==> src/hdl/rsbs_defs.svh <==
// Register offsets, field positions, reset values and timing counts of the sequencer
`ifndef RSBS_DEFS_SVH
`define RSBS_DEFS_SVH
`define RSBS_OFF_MODE       12'h000
`define RSBS_OFF_STATUS     12'h004
`define RSBS_OFF_CAUSE      12'h008
`define RSBS_OFF_SMON       12'h00C
`define RSBS_OFF_CLOCK      12'h010
`define RSBS_OFF_NVCMD      12'h014
`define RSBS_OFF_RSTCTL     12'h018
`define RSBS_OFF_TICKCAL    12'h01C
`define RSBS_MODE_BOD_DIS   0
`define RSBS_MODE_XTAL_EN   1
`define RSBS_MODE_XTAL_SEL  2
`define RSBS_MODE_SWRST     3
`define RSBS_MODE_RESET     32'h0000_0000
`define RSBS_SMON_EN        4
`define RSBS_SMON_SMPL      5
`define RSBS_SMON_RESET     32'h0000_0000
`define RSBS_CLK_RESET      32'h0000_0000
`define RSBS_NVCMD_SET      8
`define RSBS_NVCMD_CLR      9
`define RSBS_BOOT_BIT       1
`define RSBS_BOOT_VECTOR    32'h0000_0000
`define RSBS_TICK_CAL       32'h0000_1F40
`define RSBS_SLOW_HZ        32768
`define RSBS_CORE_HZ        250000000
`define RSBS_SLOW_DIV       (`RSBS_CORE_HZ / `RSBS_SLOW_HZ)
`define RSBS_STEP_SLOW      4
`define RSBS_PULSE_SLOW     8
`define RSBS_SMPL_MAX       2048
`endif

==> src/hdl/rsbs_pkg.sv <==
// Types shared by the reset, supply and boot sequencer
`default_nettype none
package rsbs_pkg;
   typedef enum logic [2:0] {
      rsbs_st_off    = 3'b000,
      rsbs_st_switch = 3'b001,
      rsbs_st_regul  = 3'b011,
      rsbs_st_run    = 3'b010
   } rsbs_seq_type;
   typedef enum logic [2:0] {
      rsbs_cause_general = 3'd0,
      rsbs_cause_wakeup  = 3'd1,
      rsbs_cause_soft    = 3'd2,
      rsbs_cause_user    = 3'd3,
      rsbs_cause_wdog    = 3'd4
   } rsbs_cause_type;
   typedef enum logic [1:0] {
      rsbs_frc_4  = 2'd0,
      rsbs_frc_8  = 2'd1,
      rsbs_frc_12 = 2'd2
   } rsbs_frc_type;
endpackage
`default_nettype wire

==> src/hdl/rsbs_sequencer.sv <==
// Reset, supply supervision, startup clock and boot selection block
//
// Function
// - Processor fetches its first vector at address zero after every reset.
// - Boot bit one set maps flash at zero; clear maps ROM, the default.
// - Flash command unit offers separate set and clear of the boot bit.
// - Erase input forces boot bit one clear, so next boot is ROM.
// - I/O supply power-on monitor always active; low supply resets whole chip.
// - Core brownout detector on after reset; off only by mode register write.
// - Enabled brownout plus low core supply asserts core reset.
// - I/O supply monitor off after reset, software enabled, 16 threshold steps.
// - Sampled monitor mode powers it periodically, dividing consumption up to 2048.
// - Last reset source readable: general, wake-up, software, user, watchdog.
// - External reset pin sensed and driven; pulse shaped for a push-button.
// - Reset manager configuration lives on I/O supply, survives core loss.
// - Supply sequencer runs on 32 kHz slow clock with own power-on reset.
// - Slow clock starts on RC; software may enable and select crystal.
// - Slow RC oscillator is disabled automatically once crystal is selected.
// - Startup enables power switches, then regulator, then releases core resets.
// - Fast RC offers 4, 8, 12 MHz; 4 MHz after reset.
// - Master clock starts on fast RC default until software reprograms it.
// - Tick timer calibration register returns fixed 8000.
`include "rsbs_defs.svh"
`default_nettype none
module rsbs_sequencer #(
   parameter int unsigned SLOW_DIV = `RSBS_SLOW_DIV
) (
   input  wire logic        core_clk,         // 250 MHz clock
   input  wire logic        resetn,           // Power-on reset of io supply, async
   input  wire logic        psel,             // APB select
   input  wire logic        penable,          // APB enable
   input  wire logic        pwrite,           // APB direction
   input  wire logic [11:0] paddr,            // APB byte address
   input  wire logic [31:0] pwdata,           // APB write data
   output logic      [31:0] prdata,           // APB read data
   output logic             pready,           // APB ready
   output logic             pslverr,          // APB error
   input  wire logic        core_low,         // Core supply under threshold
   input  wire logic        io_low,           // Io supply under monitor threshold
   input  wire logic        erase_pin,        // Erase input pin
   input  wire logic        wakeup_req,       // Wake-up reset request
   input  wire logic        wdog_req,         // Watchdog reset request
   input  wire logic        ext_reset_pin_n_i, // External reset pin level
   output logic             ext_reset_pin_n_o, // External reset pin drive value
   output logic             ext_reset_pin_n_oe_n, // Pin drive enable, low drives
   output logic             power_switch_en,  // Internal power switches on
   output logic             regulator_en,     // Voltage regulator on
   output logic             core_resetn,      // Core domain reset, low active
   output logic             bod_en,           // Brownout detector enable
   output logic             smon_en,          // Supply monitor powered
   output logic      [3:0]  smon_thresh,      // Supply monitor threshold step
   output logic             rc_osc_en,        // Slow RC oscillator enable
   output logic             xtal_osc_en,      // Slow crystal oscillator enable
   output logic             slow_sel_xtal,    // Slow clock from crystal
   output logic      [1:0]  fast_rc_freq,     // Fast RC frequency select
   output logic      [1:0]  master_clk_src,   // Master clock source select
   output logic             boot_flash,       // Flash mapped at boot address
   output logic      [31:0] boot_vector       // First fetch address
);
   // ------------------------------------------------------------
   // Reset release and input synchronisers
   // ------------------------------------------------------------
   logic [1:0] rst_sync;
   logic       rst_n;
   always_ff @(posedge core_clk or negedge resetn) begin
      if (!resetn) rst_sync <= 2'b00;
      else rst_sync <= {rst_sync[0], 1'b1};
   end
   assign rst_n = rst_sync[1];

   logic [5:0] in_s1;
   logic [5:0] in_s2;
   always_ff @(posedge core_clk or negedge rst_n) begin
      if (!rst_n) begin
         in_s1 <= 6'b01_0000;
         in_s2 <= 6'b01_0000;
      end else begin
         in_s1 <= {core_low, ext_reset_pin_n_i, io_low, erase_pin, wakeup_req, wdog_req};
         in_s2 <= in_s1;
      end
   end

   // ------------------------------------------------------------
   // Slow clock enable from divider
   // ------------------------------------------------------------
   logic [15:0] div_cnt;
   logic        slow_tick;
   always_ff @(posedge core_clk or negedge rst_n) begin
      if (!rst_n) begin
         div_cnt   <= 16'h0000;
         slow_tick <= 1'b0;
      end else if (div_cnt == 16'(SLOW_DIV - 1)) begin
         div_cnt   <= 16'h0000;
         slow_tick <= 1'b1;
      end else begin
         div_cnt   <= div_cnt + 16'h0001;
         slow_tick <= 1'b0;
      end
   end

   // Sources sampled on the slow tick, glitches falling between two ticks ignored
   logic [5:0] slow_in;
   always_ff @(posedge core_clk or negedge rst_n) begin
      if (!rst_n) slow_in <= 6'b01_0000;
      else if (slow_tick) slow_in <= in_s2;
   end
   logic core_low_s, pin_n_s, io_low_s, erase_s, wake_s, wdog_s;
   assign {core_low_s, pin_n_s, io_low_s, erase_s, wake_s, wdog_s} = slow_in;

   // ------------------------------------------------------------
   // Registers
   // ------------------------------------------------------------
   logic [31:0] mode_reg;
   logic [31:0] smon_reg;
   logic [31:0] clk_reg;
   logic [7:0]  pulse_len;
   logic        wr_en;
   logic        rd_en;
   logic        addr_ok;
   assign wr_en = psel && penable && pwrite;
   assign rd_en = psel && penable && !pwrite;

   function automatic logic is_mapped(input logic [11:0] a);
      is_mapped = (a == `RSBS_OFF_MODE) || (a == `RSBS_OFF_STATUS) ||
                  (a == `RSBS_OFF_CAUSE) || (a == `RSBS_OFF_SMON) ||
                  (a == `RSBS_OFF_CLOCK) || (a == `RSBS_OFF_NVCMD) ||
                  (a == `RSBS_OFF_RSTCTL) || (a == `RSBS_OFF_TICKCAL);
   endfunction
   assign addr_ok = is_mapped(paddr);

   logic soft_req;
   always_ff @(posedge core_clk or negedge rst_n) begin
      if (!rst_n) begin
         mode_reg <= `RSBS_MODE_RESET;
         soft_req <= 1'b0;
      end else begin
         soft_req <= wr_en && (paddr == `RSBS_OFF_MODE) && pwdata[`RSBS_MODE_SWRST];
         if (wr_en && paddr == `RSBS_OFF_MODE) begin
            mode_reg <= {29'h0, pwdata[2:0]};
         end
      end
   end

   always_ff @(posedge core_clk or negedge rst_n) begin
      if (!rst_n) smon_reg <= `RSBS_SMON_RESET;
      else if (wr_en && paddr == `RSBS_OFF_SMON) smon_reg <= {16'h0, pwdata[15:0]};
   end

   // Master clock selection persists until software rewrites it
   always_ff @(posedge core_clk or negedge rst_n) begin
      if (!rst_n) clk_reg <= `RSBS_CLK_RESET;
      else if (wr_en && paddr == `RSBS_OFF_CLOCK) begin
         clk_reg <= {28'h0, pwdata[3:2], (pwdata[1:0] == 2'b11) ? 2'b00 : pwdata[1:0]};
      end
   end

   // Pin pulse length lives in the io supply domain with resetn only
   always_ff @(posedge core_clk or negedge resetn) begin
      if (!resetn) pulse_len <= 8'(`RSBS_PULSE_SLOW);
      else if (wr_en && paddr == `RSBS_OFF_RSTCTL && pwdata[7:0] != 8'h00) begin
         pulse_len <= pwdata[7:0];
      end
   end

   // ------------------------------------------------------------
   // Boot configuration bit
   // ------------------------------------------------------------
   logic nv_bit;
   always_ff @(posedge core_clk or negedge resetn) begin
      if (!resetn) nv_bit <= 1'b0;
      else if (erase_s) nv_bit <= 1'b0;
      else if (wr_en && paddr == `RSBS_OFF_NVCMD && pwdata[7:0] == 8'(`RSBS_BOOT_BIT)) begin
         if (pwdata[`RSBS_NVCMD_CLR]) nv_bit <= 1'b0;
         else if (pwdata[`RSBS_NVCMD_SET]) nv_bit <= 1'b1;
      end
   end

   // ------------------------------------------------------------
   // Supply sequencer
   // ------------------------------------------------------------
   rsbs_pkg::rsbs_seq_type state;
   logic [3:0] step_cnt;
   logic       core_rst_req;
   logic       bod_fire;
   logic       pin_low_req;
   logic       user_req;
   logic       stretch_act;
   assign bod_fire = !mode_reg[`RSBS_MODE_BOD_DIS] && core_low_s;
   assign user_req = !pin_n_s && !stretch_act;
   // Core stays in reset for as long as the pin pulse lasts
   assign core_rst_req = bod_fire || soft_req || user_req || wake_s || wdog_s || stretch_act;

   always_ff @(posedge core_clk or negedge rst_n) begin
      if (!rst_n) begin
         state    <= rsbs_pkg::rsbs_st_off;
         step_cnt <= 4'h0;
      end else if (core_rst_req && state == rsbs_pkg::rsbs_st_run) begin
         state    <= rsbs_pkg::rsbs_st_regul;
         step_cnt <= 4'h0;
      end else if (slow_tick) begin
         case (state)
            rsbs_pkg::rsbs_st_off: begin
               state <= rsbs_pkg::rsbs_st_switch;
            end
            rsbs_pkg::rsbs_st_switch: begin
               if (step_cnt == 4'(`RSBS_STEP_SLOW - 1)) begin
                  state    <= rsbs_pkg::rsbs_st_regul;
                  step_cnt <= 4'h0;
               end else step_cnt <= step_cnt + 4'h1;
            end
            rsbs_pkg::rsbs_st_regul: begin
               if (core_rst_req) step_cnt <= 4'h0;
               else if (step_cnt == 4'(`RSBS_STEP_SLOW - 1)) begin
                  state    <= rsbs_pkg::rsbs_st_run;
                  step_cnt <= 4'h0;
               end else step_cnt <= step_cnt + 4'h1;
            end
            rsbs_pkg::rsbs_st_run: state <= rsbs_pkg::rsbs_st_run;
            default: state <= rsbs_pkg::rsbs_st_off;
         endcase
      end
   end

   // ------------------------------------------------------------
   // Reset cause, latched in io domain at each release
   // ------------------------------------------------------------
   rsbs_pkg::rsbs_cause_type cause;
   rsbs_pkg::rsbs_cause_type pend_cause;
   logic                     pend_valid;
   always_ff @(posedge core_clk or negedge resetn) begin
      if (!resetn) begin
         pend_cause <= rsbs_pkg::rsbs_cause_general;
         pend_valid <= 1'b0;
      end else if (state == rsbs_pkg::rsbs_st_run && core_rst_req && !pend_valid) begin
         pend_valid <= 1'b1;
         if (wdog_s) pend_cause <= rsbs_pkg::rsbs_cause_wdog;
         else if (soft_req) pend_cause <= rsbs_pkg::rsbs_cause_soft;
         else if (user_req) pend_cause <= rsbs_pkg::rsbs_cause_user;
         else if (wake_s) pend_cause <= rsbs_pkg::rsbs_cause_wakeup;
         else pend_cause <= rsbs_pkg::rsbs_cause_general;
      end else if (core_resetn == 1'b0 && state == rsbs_pkg::rsbs_st_run) begin
         pend_valid <= 1'b0;
      end
   end

   always_ff @(posedge core_clk or negedge resetn) begin
      if (!resetn) cause <= rsbs_pkg::rsbs_cause_general;
      else if (!core_resetn && state == rsbs_pkg::rsbs_st_run) begin
         cause <= pend_valid ? pend_cause : rsbs_pkg::rsbs_cause_general;
      end
   end

   // ------------------------------------------------------------
   // External reset pin shaping
   // ------------------------------------------------------------
   // Every reset source in run shapes a pulse on the pin
   logic [7:0] stretch_cnt;
   always_ff @(posedge core_clk or negedge rst_n) begin
      if (!rst_n) begin
         stretch_cnt <= 8'h00;
         stretch_act <= 1'b0;
      end else if (state == rsbs_pkg::rsbs_st_run && core_rst_req && !stretch_act) begin
         stretch_cnt <= pulse_len;
         stretch_act <= 1'b1;
      end else if (slow_tick && stretch_act) begin
         if (stretch_cnt != 8'h00) stretch_cnt <= stretch_cnt - 8'h01;
         else if (pin_n_s) stretch_act <= 1'b0;
      end
   end
   // Drive low for the programmed ticks, then wait with drive off until
   // the pin reads high, so own drive or a held button never retriggers
   assign pin_low_req = stretch_act && (stretch_cnt != 8'h00);

   // ------------------------------------------------------------
   // Sampled supply monitor
   // ------------------------------------------------------------
   logic [11:0] smpl_cnt;
   logic        smpl_on;
   logic [11:0] smpl_period;
   assign smpl_period = 12'(16 << smon_reg[8:6]);   // 16..2048 slow cycles
   always_ff @(posedge core_clk or negedge rst_n) begin
      if (!rst_n) begin
         smpl_cnt <= 12'h000;
         smpl_on  <= 1'b0;
      end else if (slow_tick) begin
         if (smpl_cnt >= smpl_period - 12'h001) begin
            smpl_cnt <= 12'h000;
            smpl_on  <= 1'b1;
         end else begin
            smpl_cnt <= smpl_cnt + 12'h001;
            smpl_on  <= 1'b0;
         end
      end
   end

   // ------------------------------------------------------------
   // Registered outputs
   // ------------------------------------------------------------
   always_ff @(posedge core_clk or negedge rst_n) begin
      if (!rst_n) begin
         power_switch_en      <= 1'b0;
         regulator_en         <= 1'b0;
         core_resetn          <= 1'b0;
         bod_en               <= 1'b1;
         smon_en              <= 1'b0;
         smon_thresh          <= 4'h0;
         rc_osc_en            <= 1'b1;
         xtal_osc_en          <= 1'b0;
         slow_sel_xtal        <= 1'b0;
         fast_rc_freq         <= 2'b00;
         master_clk_src       <= 2'b00;
         boot_flash           <= 1'b0;
         boot_vector          <= `RSBS_BOOT_VECTOR;
         ext_reset_pin_n_o    <= 1'b0;
         ext_reset_pin_n_oe_n <= 1'b1;
      end else begin
         power_switch_en <= state != rsbs_pkg::rsbs_st_off;
         regulator_en    <= state == rsbs_pkg::rsbs_st_regul || state == rsbs_pkg::rsbs_st_run;
         core_resetn     <= state == rsbs_pkg::rsbs_st_run && !core_rst_req;
         bod_en          <= !mode_reg[`RSBS_MODE_BOD_DIS];
         smon_en         <= smon_reg[`RSBS_SMON_EN] &&
                            (!smon_reg[`RSBS_SMON_SMPL] || smpl_on);
         smon_thresh     <= smon_reg[3:0];
         slow_sel_xtal   <= mode_reg[`RSBS_MODE_XTAL_SEL] && mode_reg[`RSBS_MODE_XTAL_EN];
         xtal_osc_en     <= mode_reg[`RSBS_MODE_XTAL_EN];
         rc_osc_en       <= !(mode_reg[`RSBS_MODE_XTAL_SEL] && mode_reg[`RSBS_MODE_XTAL_EN]);
         fast_rc_freq    <= clk_reg[1:0];
         master_clk_src  <= clk_reg[3:2];
         if (!core_resetn) boot_flash <= nv_bit;
         boot_vector     <= `RSBS_BOOT_VECTOR;
         ext_reset_pin_n_o    <= 1'b0;
         ext_reset_pin_n_oe_n <= !pin_low_req;
      end
   end

   // ------------------------------------------------------------
   // APB slave, zero wait states
   // ------------------------------------------------------------
   always_ff @(posedge core_clk or negedge rst_n) begin
      if (!rst_n) begin
         prdata  <= 32'h0000_0000;
         pready  <= 1'b0;
         pslverr <= 1'b0;
      end else begin
         pready  <= psel && !penable;
         pslverr <= psel && !penable && !is_mapped(paddr);
         prdata  <= 32'h0000_0000;
         if (psel && !penable && !pwrite) begin
            case (paddr)
               `RSBS_OFF_MODE:    prdata <= mode_reg;
               `RSBS_OFF_STATUS:  prdata <= {24'h0, nv_bit, boot_flash, io_low_s,
                                             core_low_s, 1'b0, state};
               `RSBS_OFF_CAUSE:   prdata <= {29'h0, cause};
               `RSBS_OFF_SMON:    prdata <= smon_reg;
               `RSBS_OFF_CLOCK:   prdata <= clk_reg;
               `RSBS_OFF_RSTCTL:  prdata <= {24'h0, pulse_len};
               `RSBS_OFF_TICKCAL: prdata <= `RSBS_TICK_CAL;
               default:           prdata <= 32'h0000_0000;
            endcase
         end
      end
   end

   logic unused_ok;
   assign unused_ok = addr_ok & rd_en;
endmodule // rsbs_sequencer
`default_nettype wire

==> config.mk <==
export PLATFORM = sky130hd
export DESIGN_NAME = rsbs_sequencer
export DESIGN_NICKNAME = d
export VERILOG_FILES = /design/src/hdl/rsbs_pkg.sv /design/src/hdl/rsbs_sequencer.sv
export VERILOG_INCLUDE_DIRS = /design/src /design/src/hdl
export SDC_FILE = /design/constraint.sdc
export NUM_CORES = 1
export LEC_CHECK = 0
export BUFFER_PORTS_ARGS = -buffer_cell sky130_fd_sc_hd__buf_2
export CAP_MARGIN = 40
export CORE_MARGIN = 1.5
export CORE_UTILIZATION = 45
export CTS_CLUSTER_DIAMETER = 100
export DETAILED_ROUTE_END_ITERATION = 16
export PLACE_DENSITY = 0.73
export RECOVER_POWER = 50
export SYNTH_ARGS = -nofsm -noshare
export SYNTH_HDL_FRONTEND = slang
export SYNTH_SLANG_ARGS = --single-unit
==> constraint.sdc <==
create_clock -name core_clk -period 3.9 [get_ports core_clk]
set_input_delay 0.78 -clock core_clk [delete_from_list [all_inputs] [get_ports core_clk]]
set_output_delay 0.78 -clock core_clk [all_outputs]
set_load 0.005 [all_outputs]
==> reports/results.txt <==
The run finished with clean final reports. The H-tree was split into 4 levels. By area the synthesized netlist is led by sky130_fd_sc_hd__dfrtp_1, sky130_fd_sc_hd__mux2_2, sky130_fd_sc_hd__buf_4. At the end of the flow, the number of nets in the layout was 744. By area, the combinational part of the netlist is dominated by simple AND/OR/NAND/NOR gates.

The routability congestion estimate from global placement was 0.828. The clock insertion delay at the later pin of the skew report is 0.42 ns. The run gives 0 as the max-slew violation total from the final report. The analysis attributes to cell leakage a power of 3.66 nW.

The mux share of post-synthesis cell area came out at 8.78%. The synthesized netlist devotes 9.82% of its cell area to compound gates. For the finished layout, the period the worst path requires is 2.67 ns. In this run the standard cell core region covers 14,500 um^2.

The tools report the count of antenna-violating nets left after detailed routing as 0. For this design the total switching power over the nets is 0.676 mW. The setup slack of the critical path after layout was 1.23 ns. The worst hold path was traced through 0 stages. The fraction of synthesized cell area in xor and xnor cells is 2.37%, and the number of enable-type register cells in the synthesized netlist is 0. Worst-margin pin slew: 1.34 ns. After synthesis, the share of flip-flops with an asynchronous set or reset is 100%.

Prior to clock tree synthesis, the placed netlist has a worst setup slack of 0.812 ns. CTS saw 141 sinks. Clock-pin slew was measured on the worst setup and hold paths at 0.06 ns. The die covers 15,500 um^2. The run gives 51.4% as the share of total power in the clock network. Area share of the largest cell type after synthesis: 50.4%.

Post-CTS setup repair buffer count: 0. The type of origin of the critical path is a primary input. The final route contains 4,734 vias.

For this design the ratio of total power to cell area is 425 nW/um^2. For the number of top-level pins, the log shows 140. TritonCTS built the clock tree. Setup repair after global routing left no endpoint under its margin. The number of fillers in the final layout is 1,238, and the per-instance average area after synthesis is 11.2 um^2.

The tools report the post-place instance area as 7050 um^2. Worst endpoint required time: 4.21 ns. The die width is 125 um.

Placed instance count: 840. Gates resized during post-CTS repair numbered 0. The final count of hold timing violations was 0. The internal power summed over all cells was 2.56 mW; the count of yosys warnings during synthesis was 0. The tools report the number of diodes added for antenna fixing as 0. The number of cells on the worst reg-to-reg path is 2. Max-cap violations in this run came to 0. The run gives 0 as the DRC violation count after routing. Of the total power, the share spent switching nets is 20.9%. Once the floorplan was initialized, standard cells occupied 45.9% of the core.

Dividing the detail-routed wire length by the instance count gives 15.9 um. The overall power after layout is 3.24 mW, and the vertical die dimension is 125 um. The logs give 13,800 um for the final routed wirelength across all metal layers and 10,100 um for the placed wire-length estimate after detailed placement. The cell area after layout is 7620 um^2, and the final design utilization is 52.6%. Overall fraction of global-route tracks in use: 18.5%. In this run the worst hold path is classified as reg2reg.

The share of total power dissipated in sequential elements is 45.8%. The category of the critical setup timing path is in2reg. Timing would allow up to 0.375 GHz.

Kind of capture point of the worst setup path: a flip-flop. Site row count: 44. The finished layout holds 871 standard cells, fillers aside. The netlist uses 66 different library cells.

The total CTS buffers is 17. The run gives 53.2% as the sequential fraction of the synthesis area. Fraction of the mapped netlist area in simple logic gates: 14.9%.

The biggest area consumer among synthesized cells is sky130_fd_sc_hd__dfrtp_1. The first global-routing pass estimated 23,000 um of wire. The most instantiated flip-flop cell in the synthesis netlist was sky130_fd_sc_hd__dfrtp_1. The worst hold slack across all endpoints is 0.347 ns, and the via count of the first global-routing pass is 4,734. The detailed router finished its first iteration with 296 violations.

Buffer cell driving the clock tree root: sky130_fd_sc_hd__clkbuf_16. Summing the areas of all fa, ha and maj instances in the mapped netlist gives 2.63% of the synthesized area. The tools report the data arrival at the endpoint of the critical path as 2.97 ns. The average via count per standard cell came out at 5.44.

Per report_power, the combinational group accounts for 2.8% of the total. The total overflow left after global routing is 0. Setup violations remaining at the end of the flow were counted as 0. The final sum of negative setup slack was 0 ns. In the synthesized netlist, the number of instances is 592.

Largest net degree at the start of global routing: 48. Across the VDD grid, the largest voltage drop is 0.335 mV. The worst-path maximum fanout is 9, and the final period utilization is 68.4%.

Summing every instance area after synthesis gives 6650 um^2. Headroom to the max-slew limit came out at 10.3%. The layout-stage area growth over the synthesis result came out at 14.6%. Clock skew on the completed layout was measured at 0.00600 ns.

The run gives 0 as the initial antenna violation count. Input and output buffers added on the ports amount to 74. The first detailed-routing pass ran for 5 iterations. The number of synthesized register bits was 141; the fraction of final layout cells sized beyond drive strength 1 was 24.3%. The number of hold buffers added after cts was 0; the deepest clock path buffer count was 2.
[cell type report]
cell class / count / area, um^2 / area share, %
Inverter: 24 / 90.1 / 1.18
Sequential cell: 141 / 3540 / 46.4
Clock buffer: 21 / 440 / 5.78
Clock inverter: 10 / 166 / 2.18
Timing Repair Buffer: 80 / 404 / 5.30
Multi-Input combinational cell: 411 / 2750 / 36.1
Tap cell: 184 / 230 / 3.02
[critical path, cell delays in order]
cell and delay, ns:
sky130_fd_sc_hd__buf_2 0.10, sky130_fd_sc_hd__or4_4 0.57, sky130_fd_sc_hd__nor3_4 0.33, sky130_fd_sc_hd__and3_1 0.53, sky130_fd_sc_hd__buf_4 0.30, sky130_fd_sc_hd__mux2_2 0.36
[cell usage in the layout, fill, tap and decap left out, drive strengths merged, types with 5 or more instances in the layout]
cell type,Yosys,routed
dfrtp,134,134
buf,53,76
conb,2,51
mux2,45,45
nand2,38,38
nor2,36,36
clkbuf,12,25
inv,24,24
nand3,24,24
a21oi,20,20
nor3,15,15
ha,14,14
xnor2,13,13
and3,13,13
nand4,12,12
o21ai,11,11
a31oi,9,9
nor4,9,9
o211ai,8,8
nor2b,7,7
dfstp,7,7
nand2b,6,6
or3,6,6
and2,6,6
o311ai,6,6
a32oi,5,5
xor2,5,5
o31ai,5,5
[cell families (layout without fill, tap and decap cells)]
family / Yosys count / count (layout)
other cells: 2 / 51
flops: 141 / 141
xor+xnor: 18 / 18
buf+inv: 89 / 135
simple gates: 186 / 186
mux: 49 / 49
compound gates: 93 / 93
fa+ha+maj: 14 / 14
[cell usage after synthesis (3+ instances only)]
library cell                instances
sky130_fd_sc_hd__inv_1             24
sky130_fd_sc_hd__xor2_1             5
sky130_fd_sc_hd__o211ai_1           8
sky130_fd_sc_hd__mux2i_1            4
sky130_fd_sc_hd__nand2_1           38
sky130_fd_sc_hd__buf_4             50
sky130_fd_sc_hd__dfrtp_1          134
sky130_fd_sc_hd__nor2_1            36
sky130_fd_sc_hd__o2bb2ai_1          3
sky130_fd_sc_hd__o21ai_0           10
sky130_fd_sc_hd__a32oi_1            5
sky130_fd_sc_hd__nand4_1           12
sky130_fd_sc_hd__dfstp_2            7
sky130_fd_sc_hd__nand2b_1           6
sky130_fd_sc_hd__o22ai_1            3
sky130_fd_sc_hd__ha_1              14
sky130_fd_sc_hd__mux2_2            35
sky130_fd_sc_hd__xnor2_1           13
sky130_fd_sc_hd__a22o_1             4
sky130_fd_sc_hd__mux2_4            10
sky130_fd_sc_hd__a31oi_1            9
sky130_fd_sc_hd__nand3_1           24
sky130_fd_sc_hd__and2_1             6
sky130_fd_sc_hd__nor2b_1            7
sky130_fd_sc_hd__nor4_1             8
sky130_fd_sc_hd__clkbuf_1          12
sky130_fd_sc_hd__o31ai_1            5
sky130_fd_sc_hd__nor3_1            14
sky130_fd_sc_hd__o311ai_0           3
sky130_fd_sc_hd__a21oi_1           20
sky130_fd_sc_hd__a21o_1             3
sky130_fd_sc_hd__or3_1              6
sky130_fd_sc_hd__and3_1            12
[worst paths after layout]
check,startpoint,end,slack [ns]
min in group asynchronous,resetn,pend_valid,0.49
hold / removal,rst_sync[0],rst_sync[1],0.35
max in group asynchronous,rst_sync[1],slow_in[4],1.25
setup reg to reg,rst_sync[1],slow_in[4],1.25
hold reg to reg,rst_sync[0],rst_sync[1],0.35
setup / recovery,paddr[1],smon_reg[4],1.23
[layer usage]
layer  global-route usage [%]  routed length [um]
met1                     22.9                5900
met2                     31.1                6940
met3                     4.55                 681
met4                     7.71                 290
met5                        0                   0
[power groups by stage]
stage / Clock [mW] / Combinational, mW / Sequential (mW)
CTS: 1.69 / 0.0952 / 1.48
global route: 1.76 / 0.104 / 1.48
finish: 1.67 / 0.0911 / 1.48
floorplan: 0 / 0.0710 / 1.52
global placement: 0 / 0.0789 / 1.52
detailed placement: 0 / 0.0945 / 1.51
Note: power is estimated with default switching activity, not from simulation.
